<file path="src/abr_map.vh">
// Purpose: register offsets, field positions, reset values and timing for the converter block
// Assumes: 12-bit register address space, 8-bit data
// Notes: included by every design file of the block
`ifndef ABR_MAP_VH
`define ABR_MAP_VH
`define ABR_ADDR_CTRL0 12'hf70
`define ABR_ADDR_CTRL1 12'hf71
`define ABR_ADDR_RES_HI 12'hf72
`define ABR_ADDR_RES_LO 12'hf73
`define ABR_ADDR_PWR 12'hf74
`define ABR_CTRL0_RESET 7'h00
`define ABR_CTRL1_RESET 8'h80
`define ABR_PWR_RESET 2'h1
`define ABR_CTRL1_WMASK 8'h87
`define ABR_BIT_START 7
`define ABR_BIT_REF_LOW 6
`define ABR_BIT_REPEAT 4
`define ABR_BIT_REF_HIGH 7
`define ABR_BIT_LP_AMP_N 0
`define ABR_BIT_STOP_EN 1
`define ABR_CH_TEMP 4'he
`define ABR_CONV_FIRST 14'h1409
`define ABR_CONV_REPEAT 14'h0100
`define ABR_BUF_SE_UNBUF 3'h0
`define ABR_BUF_SE_BUF 3'h1
`define ABR_BUF_DI_UNBUF 3'h4
`define ABR_BUF_DI_BUF 3'h5
`define ABR_REF_EXT 2'h0
`define ABR_REF_1V0 2'h1
`define ABR_REF_2V0 2'h2
`endif

</file>
<file path="src/abr_conv_timer.v">
// Purpose: paces conversions and pulses when each result is ready
// Assumes: start is a one-cycle pulse; a new start restarts the count
// Notes: temperature channel doubles every interval
`include "abr_map.vh"
module abr_conv_timer #(
  parameter [14:0] FIRST_CYCLES = {1'b0, `ABR_CONV_FIRST}, // initial conversion length
  parameter [14:0] REPEAT_CYCLES = {1'b0, `ABR_CONV_REPEAT} // continuous refresh
) (
  input wire clock, // system clock
  input wire arst_n, // async reset, active low
  input wire start, // begin or restart a conversion
  input wire repeat_mode, // keep converting
  input wire temp_sensor, // temperature channel, double time
  output reg busy, // conversion in progress
  output reg done, // one-cycle pulse, result ready
  output reg first_done // at least one result since start
);
  reg [15:0] count;
  reg [15:0] next_count;

  function [15:0] interval;
    input [14:0] base;
    input dbl;
    begin
      interval = dbl ? {base, 1'b0} : {1'b0, base};
    end
  endfunction

  always @* begin
    next_count = count - 16'h0001;
    if (start)
      next_count = interval(FIRST_CYCLES, temp_sensor);
    else if (count == 16'h0001 && repeat_mode)
      next_count = interval(REPEAT_CYCLES, temp_sensor);
    else if (count == 16'h0000 || !busy)
      next_count = 16'h0000;
  end

  always @(posedge clock or negedge arst_n) begin
    if (!arst_n) begin
      count <= 16'h0000;
      busy <= 1'b0;
      done <= 1'b0;
      first_done <= 1'b0;
    end else begin
      count <= next_count;
      done <= busy && !start && count == 16'h0001;
      if (start) begin
        busy <= 1'b1;
        first_done <= 1'b0;
      end else if (busy && count == 16'h0001) begin
        busy <= repeat_mode;
        first_done <= 1'b1;
      end
    end
  end
endmodule

</file>
<file path="src/abr_mode_decode.v">
// Purpose: decodes buffer mode, reference code and channel select into analog controls
// Assumes: all inputs are registered values from the control registers
// Notes: reserved buffer codes disable every input switch
`include "abr_map.vh"
module abr_mode_decode (
  input wire [2:0] input_buffer_select, // buffer mode field
  input wire ref_level_high_bit, // reference code upper bit
  input wire ref_level_low_bit, // reference code lower bit
  input wire [3:0] analog_channel_select, // channel field
  output reg buf_valid, // buffer code is not reserved
  output reg buf_diff, // differential pair selected
  output reg buf_unity, // unity-gain buffer in path
  output reg ref_external, // reference from pin
  output reg ref_int_1v0, // internal 1.0 V reference
  output reg ref_int_2v0, // internal 2.0 V reference
  output reg [15:0] se_switch, // single-ended switch, one-hot
  output reg [15:0] diff_switch // differential switch, one-hot
);
  always @* begin
    buf_valid = 1'b1;
    buf_diff = 1'b0;
    buf_unity = 1'b0;
    case (input_buffer_select)
      `ABR_BUF_SE_UNBUF: begin
      end
      `ABR_BUF_SE_BUF: buf_unity = 1'b1;
      `ABR_BUF_DI_UNBUF: buf_diff = 1'b1;
      `ABR_BUF_DI_BUF: begin
        buf_diff = 1'b1;
        buf_unity = 1'b1;
      end
      default: buf_valid = 1'b0;
    endcase
  end

  always @* begin
    ref_external = 1'b0;
    ref_int_1v0 = 1'b0;
    ref_int_2v0 = 1'b0;
    case ({ref_level_high_bit, ref_level_low_bit})
      `ABR_REF_EXT: ref_external = 1'b1;
      `ABR_REF_1V0: ref_int_1v0 = 1'b1;
      `ABR_REF_2V0: ref_int_2v0 = 1'b1;
      default: ref_external = 1'b0;
    endcase
  end

  // one table or the other, never both, so pins cannot be shorted
  always @* begin
    se_switch = 16'h0000;
    diff_switch = 16'h0000;
    if (buf_valid && !buf_diff)
      se_switch[analog_channel_select] = 1'b1;
    else if (buf_valid)
      diff_switch[analog_channel_select] = 1'b1;
  end
endmodule

</file>
<file path="src/abr_top.v">
// Purpose: control, result and amplifier-enable registers of the on-chip converter
// Assumes: plain register port, read data in the cycle after the read strobe
// Notes: the analog core hands back a 13-bit sample and overflow, taken on the conversion timer's done pulse
//
// Our own choice: strobed register access.
`include "abr_map.vh"
module abr_top #(
  parameter [14:0] FIRST_CYCLES = {1'b0, `ABR_CONV_FIRST}, // initial conversion clocks
  parameter [14:0] REPEAT_CYCLES = {1'b0, `ABR_CONV_REPEAT} // refresh clocks
) (
  input wire clock, // 125 MHz system clock
  input wire arst_n, // async reset, active low
  input wire [11:0] reg_addr, // register address
  input wire [7:0] reg_wdata, // write data
  input wire reg_write, // write strobe
  input wire reg_read, // read strobe
  output reg [7:0] reg_rdata, // read data, cycle after strobe
  input wire [12:0] sample_data, // converter core sample
  input wire sample_ovf, // core overflow for that sample
  input wire stop_mode, // chip is in stop mode
  output wire conv_busy, // conversion running
  output wire sample_req, // core starts sampling
  output wire low_power_amp_on, // amplifier power
  output wire [2:0] input_buffer_select, // buffer mode to analog
  output wire buf_unity, // unity-gain buffer in path
  output wire buf_diff, // differential input
  output wire ref_external, // external reference
  output wire ref_int_1v0, // internal 1.0 V
  output wire ref_int_2v0, // internal 2.0 V
  output wire [15:0] se_switch, // single-ended switches
  output wire [15:0] diff_switch // differential switches
);
  reg [6:0] ctrl0;
  reg [7:0] ctrl1;
  reg [1:0] power_control_zero;
  reg [12:0] result_live;
  reg live_ovf;
  reg [7:0] result_upper_byte;
  reg [4:0] result_lower_bits;
  reg sample_overflow_flag;
  reg [7:0] next_rdata;
  wire start_pulse;
  wire conv_done;
  wire [3:0] conv_channel;

  function hit;
    input [11:0] addr;
    input [11:0] target;
    begin
      hit = (addr == target);
    end
  endfunction

  assign start_pulse = reg_write && hit(reg_addr, `ABR_ADDR_CTRL0) && reg_wdata[`ABR_BIT_START];
  assign sample_req = start_pulse;
  // a start write carries its own channel; the stored field is still the old one
  assign conv_channel = start_pulse ? reg_wdata[3:0] : ctrl0[3:0];
  assign input_buffer_select = ctrl1[2:0];
  // amplifier bit is active low; stop mode does not gate it
  assign low_power_amp_on = !power_control_zero[`ABR_BIT_LP_AMP_N];

  always @(posedge clock or negedge arst_n) begin
    if (!arst_n) begin
      ctrl0 <= `ABR_CTRL0_RESET;
      ctrl1 <= `ABR_CTRL1_RESET;
      power_control_zero <= `ABR_PWR_RESET;
    end else if (reg_write) begin
      if (hit(reg_addr, `ABR_ADDR_CTRL0))
        ctrl0 <= reg_wdata[6:0];
      if (hit(reg_addr, `ABR_ADDR_CTRL1))
        ctrl1 <= reg_wdata & `ABR_CTRL1_WMASK;
      if (hit(reg_addr, `ABR_ADDR_PWR))
        power_control_zero <= reg_wdata[1:0];
    end
  end

  // result storage has no reset by design
  always @(posedge clock) begin
    if (conv_done) begin
      result_live <= sample_data;
      live_ovf <= sample_ovf;
    end
    if (reg_read && hit(reg_addr, `ABR_ADDR_RES_HI)) begin
      result_lower_bits <= result_live[4:0];
      sample_overflow_flag <= live_ovf;
    end
  end

  always @* begin
    result_upper_byte = result_live[12:5];
    case (reg_addr)
      `ABR_ADDR_CTRL0: next_rdata = {conv_busy, ctrl0};
      `ABR_ADDR_CTRL1: next_rdata = ctrl1;
      // no write path exists for results
      `ABR_ADDR_RES_HI: next_rdata = result_upper_byte;
      `ABR_ADDR_RES_LO: next_rdata = {result_lower_bits, 2'h0, sample_overflow_flag};
      `ABR_ADDR_PWR: next_rdata = {6'h00, power_control_zero};
      default: next_rdata = 8'h00;
    endcase
  end

  always @(posedge clock or negedge arst_n) begin
    if (!arst_n)
      reg_rdata <= 8'h00;
    else if (reg_read)
      reg_rdata <= next_rdata;
    else
      reg_rdata <= 8'h00;
  end

  abr_conv_timer #(
    .FIRST_CYCLES(FIRST_CYCLES),
    .REPEAT_CYCLES(REPEAT_CYCLES)
  ) u_timer (
    .clock(clock),
    .arst_n(arst_n),
    .start(start_pulse),
    .repeat_mode(ctrl0[`ABR_BIT_REPEAT]),
    .temp_sensor(!buf_diff && conv_channel == `ABR_CH_TEMP),
    .busy(conv_busy),
    .done(conv_done),
    .first_done()
  );

  abr_mode_decode u_decode (
    .input_buffer_select(ctrl1[2:0]),
    .ref_level_high_bit(ctrl1[`ABR_BIT_REF_HIGH]),
    .ref_level_low_bit(ctrl0[`ABR_BIT_REF_LOW]),
    .analog_channel_select(ctrl0[3:0]),
    .buf_valid(),
    .buf_diff(buf_diff),
    .buf_unity(buf_unity),
    .ref_external(ref_external),
    .ref_int_1v0(ref_int_1v0),
    .ref_int_2v0(ref_int_2v0),
    .se_switch(se_switch),
    .diff_switch(diff_switch)
  );
endmodule

</file>
<file path="config.mk">
export PLATFORM = sky130hd
export DESIGN_NAME = abr_top
export DESIGN_NICKNAME = d
export VERILOG_FILES = /design/src/abr_conv_timer.v /design/src/abr_mode_decode.v /design/src/abr_top.v
export VERILOG_INCLUDE_DIRS = /design/src /design/src/src
export SDC_FILE = /design/constraint.sdc
export NUM_CORES = 1
export LEC_CHECK = 0
export BUFFER_PORTS_ARGS = -buffer_cell sky130_fd_sc_hd__buf_2
export CORE_UTILIZATION = 51
export DETAILED_ROUTE_END_ITERATION = 8
export PLACE_DENSITY = 0.79
export SLEW_MARGIN = 20
export SYNTH_ARGS = -nofsm -noshare
export SYNTH_HDL_FRONTEND = slang
export SYNTH_SLANG_ARGS = --single-unit
</file>
<file path="constraint.sdc">
create_clock -name clock -period 2 [get_ports clock]
set_input_delay 0.1 -clock clock [delete_from_list [all_inputs] [get_ports clock]]
set_output_delay 0.1 -clock clock [all_outputs]
set_load 0.03 [all_outputs]
</file>
==> out/results.ini, run 1 <==
[status]
status = completed

[timing]
rsz0062_at_grt = false
fmax_ghz = 0.543
worstMarginPinSlew_ns = 0.879
hold_viol = 0
period_share_pct = 92.0
clock_skew_ns = 0.00745
report.final.slew_viol_count = 0
fin_tns_setup_ns = 0
setup_slack_ns = 0.160
setup_viol = 0
fin_crit_ns = 1.84
relSlewSlack_pct = 41.4

[power]
power_density_mw_per_mm2 = 772
leakage_nw = 1.75
ir_drop_uv = 511

[finish]
fin_area_sq_mm = 0.00393
nFillCells = 425
area.growth.synth_to_final_pct = 33.3
fin_nets = 422
post-route-util_pct = 71.0
diodes = 0
instances_no_fill = 457
layout-drive-gt1-share_pct = 38.7
final_common_cell = buf_2
final_cell_mix = 87 x buf_2, 35 x dfrtp_1, 34 x nor2_1, 20 x edfxtp_1, 17 x dlygate4sd3_1

[placement]
pre_cts_ws_ns = 0.299
gp_congestion = 0.835
port_buffers = 88
dpl-instance-area_sq_mm = 0.00350
dp_cells = 424
dp_hpwl_mm = 5.07

[setup_path]
crit_type = flip-flop to output port
crit_arrival_ns = 1.74
critPathRequiredTime_ns = 1.90
worstPathMaxFanout = 9
crit_path_end_kind = output port
startpoint_type = flip-flop

[global_route]
grt_remaining_overflow = 0
antenna_found_initial = 0
grt_max_degree = 40
grt_pass1_vias = 2505
grt_pass1_wl_mm = 12.1
grt_usage_pct = 26.6

[clocking]
clk_path_buf_depth = 2
cts_buffers = 9
cts_tree = yes
htree_levels = 3
clk_latency_ns = 0.33
clockRootBuffer = clkbuf_8
cts.clk_slew.worst_paths_ns = 0.07
cts_sinks = 59
post_cts_buffers = 0

[route]
post_drt_wl_per_cell_um = 16.5
avgViaCountPerCell = 5.53
dr.pass1.iters = 4
route.detailed.drc = 0
wl_mm = 7.55
vias = 2526
drtAntennaViolNets = 0
drt_iter0_drc = 147

[min_path]
hold_class = primary input to flip-flop

[die]
die-width_um = 78.0
io_pins = 90
rows = 27
die_y_um = 78.0
start_util_pct = 53.2
core_sq_mm = 0.00554
dieArea_sq_mm = 0.00609

[synthesis]
yosys_warnings = 0
synth-compound-area-share_pct = 7.81
netlist.area_leader.share_pct = 31.4
synth_cell_type_count = 52
synth.area.top_cells = dfrtp_1 31%, edfxtp_1 20%, mux2_2 5.0%
synth_area_per_cell_sq_um = 11.1
synth-simple-area-share_pct = 25.3
synth-edff-count = 20
synthAdderAreaFrac_pct = 1.27
synth_mux_area_share_pct = 5.30
synth_top_family_by_area = simple AND/OR/NAND/NOR gates
synth_area_sq_mm = 0.00295
synth-async-reset-ratio_pct = 66.1
netlist_instances = 266
synth_top_cell_by_area = dfrtp_1
synth_top_flop_cell = dfrtp_1
synth-xor-area-share_pct = 3.56
synth_seq_cells = 59
ys_seq_area_share_pct = 53.5
synth.net_count = 308

[run]
cap_viol_max_count = 0

[layout make-up]
class / instances / area (sq um) / area share (%)
Multi-Input combinational cell: 187 / 1290 / 32.9
Timing Repair Buffer: 115 / 688 / 17.5
Sequential cell: 59 / 1580 / 40.2
Clock inverter: 7 / 125 / 3.18
Tap cell: 72 / 90.1 / 2.29
Inverter: 8 / 30.0 / 0.764
Clock buffer: 9 / 124 / 3.15
[layer usage]
layer | share of wire, % | up-vias | track usage [%]
met5 | 0 | - | 0
met4 | 0.94 | 0 | 8.15
met3 | 6.7 | 9 | 7.21
met2 | 52 | 96 | 46.3
met1 | 40 | 1210 | 32.1
li1 | - | 1211 | -
[worst max-delay path: stages (launching register included)]
cell and delay [ns]:
dfrtp_2 0.47, nand2b_4 0.20, or3_1 0.39, nor3_2 0.12, buf_2 0.21
[power breakdown]
group	switching (W)	internal, W
logic	0.000141	0.000136
clock network	0.000507	0.000838
registers	0.000109	0.00130
[synthesized netlist by cell type, types with 2 or more instances]
master / n
xor2_1: 9
inv_1: 8
nand4_2: 2
edfxtp_1: 20
o21ai_1: 3
nand4_1: 10
xnor2_1: 3
o21ai_0: 6
clkbuf_1: 7
nor3_1: 11
nor4_4: 2
nor4_1: 6
nor2b_1: 6
ha_1: 3
dfstp_2: 2
and2_1: 2
nand3_1: 8
nor4b_1: 2
dfrtp_1: 37
nor4_2: 2
or3_1: 2
buf_2: 3
mux2_2: 13
a31oi_1: 2
a21oi_1: 10
buf_6: 2
nor2_1: 34
a32oi_1: 8
nor3_2: 2
nand2b_1: 8
nand2_1: 12
[path summary, 6_finish.rpt]
check / startpoint / end / slack (ns) / cells after the start
setup / recovery: ctrl1[1]$_DFFE_PN0P_ / diff_switch[0] / 0.16 / 4
setup reg to reg: u_timer.count[13]$_DFF_PN0_ / u_timer.count[4]$_DFF_PN0_ / 0.26 / 5
hold / removal: reg_wdata[6] / ctrl0[6]$_DFFE_PN0N_ / 0.01 / 2
hold reg to reg: result_live[0]$_DFFE_PP_ / result_lower_bits[0]$_DFFE_PP_ / 0.42 / 0
min in group asynchronous: arst_n / u_timer.count[12]$_DFF_PN0_ / 0.43 / 2
max in group asynchronous: arst_n / ctrl1[1]$_DFFE_PN0P_ / 0.97 / 2
[kinds of logic (layout without fill, tap and decap cells)]
logic type | after synthesis | count (layout)
fa+ha+maj | 3 | 3
xor+xnor | 12 | 12
mux | 14 | 14
simple gates | 123 | 123
flops | 59 | 59
buf+inv | 20 | 139
compound gates | 35 | 35
[sequential cells by signal (all words and copies together) (netlist names)]
signal,count
live_ovf,1
ctrl0,7
u_timer.count,16
sample_overflow_flag,1
result_lower_bits,5
power_control_zero,2
u_timer.busy,1
reg_rdata,8
result_live,13
u_timer.done,1
ctrl1,4
[stage by stage]
stage,power (W),hold WS (ns)
finish,0.00303,0.0133
global route,0.00314,0.00485
CTS,0.00305,0.00462
detailed placement,0.00168,0.275
global placement,0.00167,0.261
floorplan,0.00156,-0.196
[what timing repair did]
item / in CTS / in global routing
endpoints found under the hold margin: 53 / 0
gates resized for setup: 1 / 4
endpoints found under the setup margin: 4 / 5
hold buffers: 17 / 0
(Power assumes the default switching activity.)
==> run 2, diff against run 1 <==
CORE_UTILIZATION = 52   (was 51)
CTS_CLUSTER_SIZE = 30   (was default)
PLACE_DENSITY = 0.8   (was 0.79)
SYNTH_HIERARCHICAL = 1   (was default)
==> run 2 against run 1 <==
Total power down 14%. Via count up 0.44%. Global-route usage down 0.10 points. Sequential power down 11%. Sequential cell count unchanged. Largest power group unchanged. First-iteration DRC count up 35%. Clock-buffer cell count up 2. Combinational power down 46%. Highest routed layer unchanged. Synthesized cell count down 0.38%. Core utilization up 1.5 points.
==> out/results.ini, run 2 <==
[timing]
setup_slack_ns = 0.0829
clock_skew_ns = 0.00993
relSlewSlack_pct = 42.2
worstMarginPinSlew_ns = 0.867
rsz0062_at_grt = false
hold_viol = 0
setup_viol = 0
fmax_ghz = 0.522
period_share_pct = 95.9
report.final.slew_viol_count = 0
fin_crit_ns = 1.92

[clocking]
htree_levels = 3
cts_sinks = 59
post_cts_buffers = 0
clk_path_buf_depth = 2
clk_latency_ns = 0.34
cts_tree = yes
cts.clk_slew.worst_paths_ns = 0.07
clockRootBuffer = clkbuf_8
cts_buffers = 9

[die]
core_sq_mm = 0.00554
io_pins = 90
start_util_pct = 54.4
dieArea_sq_mm = 0.00610
rows = 27
die_y_um = 78.1
die-width_um = 78.1

[finish]
post-route-util_pct = 72.4
fin_nets = 424
top_regs = u_timer/count x16, result_live x13, reg_rdata x8
final_cell_mix = 86 x buf_2, 45 x nor2_1, 37 x dfrtp_1, 20 x edfxtp_1, 17 x dlygate4sd3_1
area.growth.synth_to_final_pct = 33.3
diodes = 0
final_common_cell = buf_2
largest_reg_flops = 16
largest-register = u_timer/count
layout-drive-gt1-share_pct = 39.8

[setup_path]
path_cells = buf_4 > or4b_4 > nor2_1 > buf_2
worst_path_max_delay_cell = or4b_4
worstRegToRegCells = 5
rrSetupSlack_ns = 0.20
startpoint_type = flip-flop
cpPeakStageDelay_ns = 0.56
crit_arrival_ns = 1.82
crit_type = flip-flop to output port
critPathRequiredTime_ns = 1.90
crit_path_end_kind = output port
worstPathMaxFanout = 9

[status]
status = completed

[min_path]
hold_class = primary input to flip-flop
hold_depth = 2

[global_route]
grt_pass1_wl_mm = 11.9
antenna_found_initial = 0
grt_usage_pct = 26.5
grt_pass1_vias = 2447
grt_max_degree = 40
grt_remaining_overflow = 0

[route]
drt_iter0_drc = 198
route.detailed.drc = 0
vias = 2537
post_drt_wl_per_cell_um = 16.6
avgViaCountPerCell = 5.53
drtAntennaViolNets = 0
dr.pass1.iters = 4
wl_mm = 7.63

[power]
ir_drop_uv = 549
leakage_nw = 2.04
power_density_mw_per_mm2 = 648

[placement]
gp_congestion = 0.895
pre_cts_ws_ns = 0.175
dp_hpwl_mm = 4.97
port_buffers = 88

[synthesis]
synth_area_per_cell_sq_um = 11.4
synth.net_count = 307
yosys_warnings = 6
synth_area_sq_mm = 0.00301
netlist_instances = 265

[run]
cap_viol_max_count = 0

==> run 2: final cells by class <==
class / count / area, sq um
inverter: 6 / 22.5
sequential: 59 / 1580
fill: 380 / 1530
timing repair buffer: 120 / 728
tap: 72 / 90.1
clock buffer: 11 / 141
multi-input combinational: 186 / 1380
clock inverter: 5 / 77.6
==> run 2: metal layers <==
metal  vias to the layer above  global-route usage [%]  share of wire, %
li1                       1199                       -                 -
met1                      1221                    30.4                41
met2                       104                    47.7                51
met3                        13                    5.58               5.8
met4                         0                    11.1               1.7
met5                         -                       0                 0
==> run 2: critical path: cells and delay by family (launching register included) <==
family,cells,cell delay (ns)
buf+inv,2,0.39
flops,1,0.43
simple gates,2,0.68
==> run 2: path summary, 6_finish.rpt <==
kind | startpoint | endpoint
max in group asynchronous | arst_n | reg_rdata[4]$_DFF_PN0_
min | reg_wdata[5] | ctrl0[5]$_DFFE_PN0N_
min in group asynchronous | arst_n | u_timer/count[15]$_DFF_PN0_
max | ctrl1[1]$_DFFE_PN0P_ | se_switch[13]
min reg2reg | live_ovf$_DFFE_PP_ | sample_overflow_flag$_DFFE_PP_
max reg2reg | u_timer/count[6]$_DFF_PN0_ | u_timer/count[12]$_DFF_PN0_
==> run 2: where the power goes <==
group	total [W]	switching (W)	internal (W)
Combinational	0.000150	0.0000756	0.0000741
Sequential	0.00125	0.00000190	0.00125
Clock	0.00120	0.000471	0.000731
==> run 2: per-stage QoR <==
| stage | TNS, ns | instances | area, sq um | hold slack [ns] | total power [W] |
|---|---|---|---|---|---|
| global placement | 0 | 426 | 3620 | 0.258 | 0.00139 |
| finish | 0 | 459 | 4010 | 0.0204 | 0.00260 |
| CTS | 0 | 459 | 4010 | 0.00618 | 0.00260 |
| global route | 0 | 459 | 4010 | 0.0187 | 0.00267 |
| floorplan | -0.618 | 265 | 3060 | -0.196 | 0.00133 |
| detailed placement | 0 | 426 | 3620 | 0.258 | 0.00139 |
==> run 2: timing repair <==
item	4_1_cts	5_1_grt
hold buffers	17	0
endpoints found under the setup margin	0	3
endpoints found under the hold margin	53	0
gates resized for setup	0	3
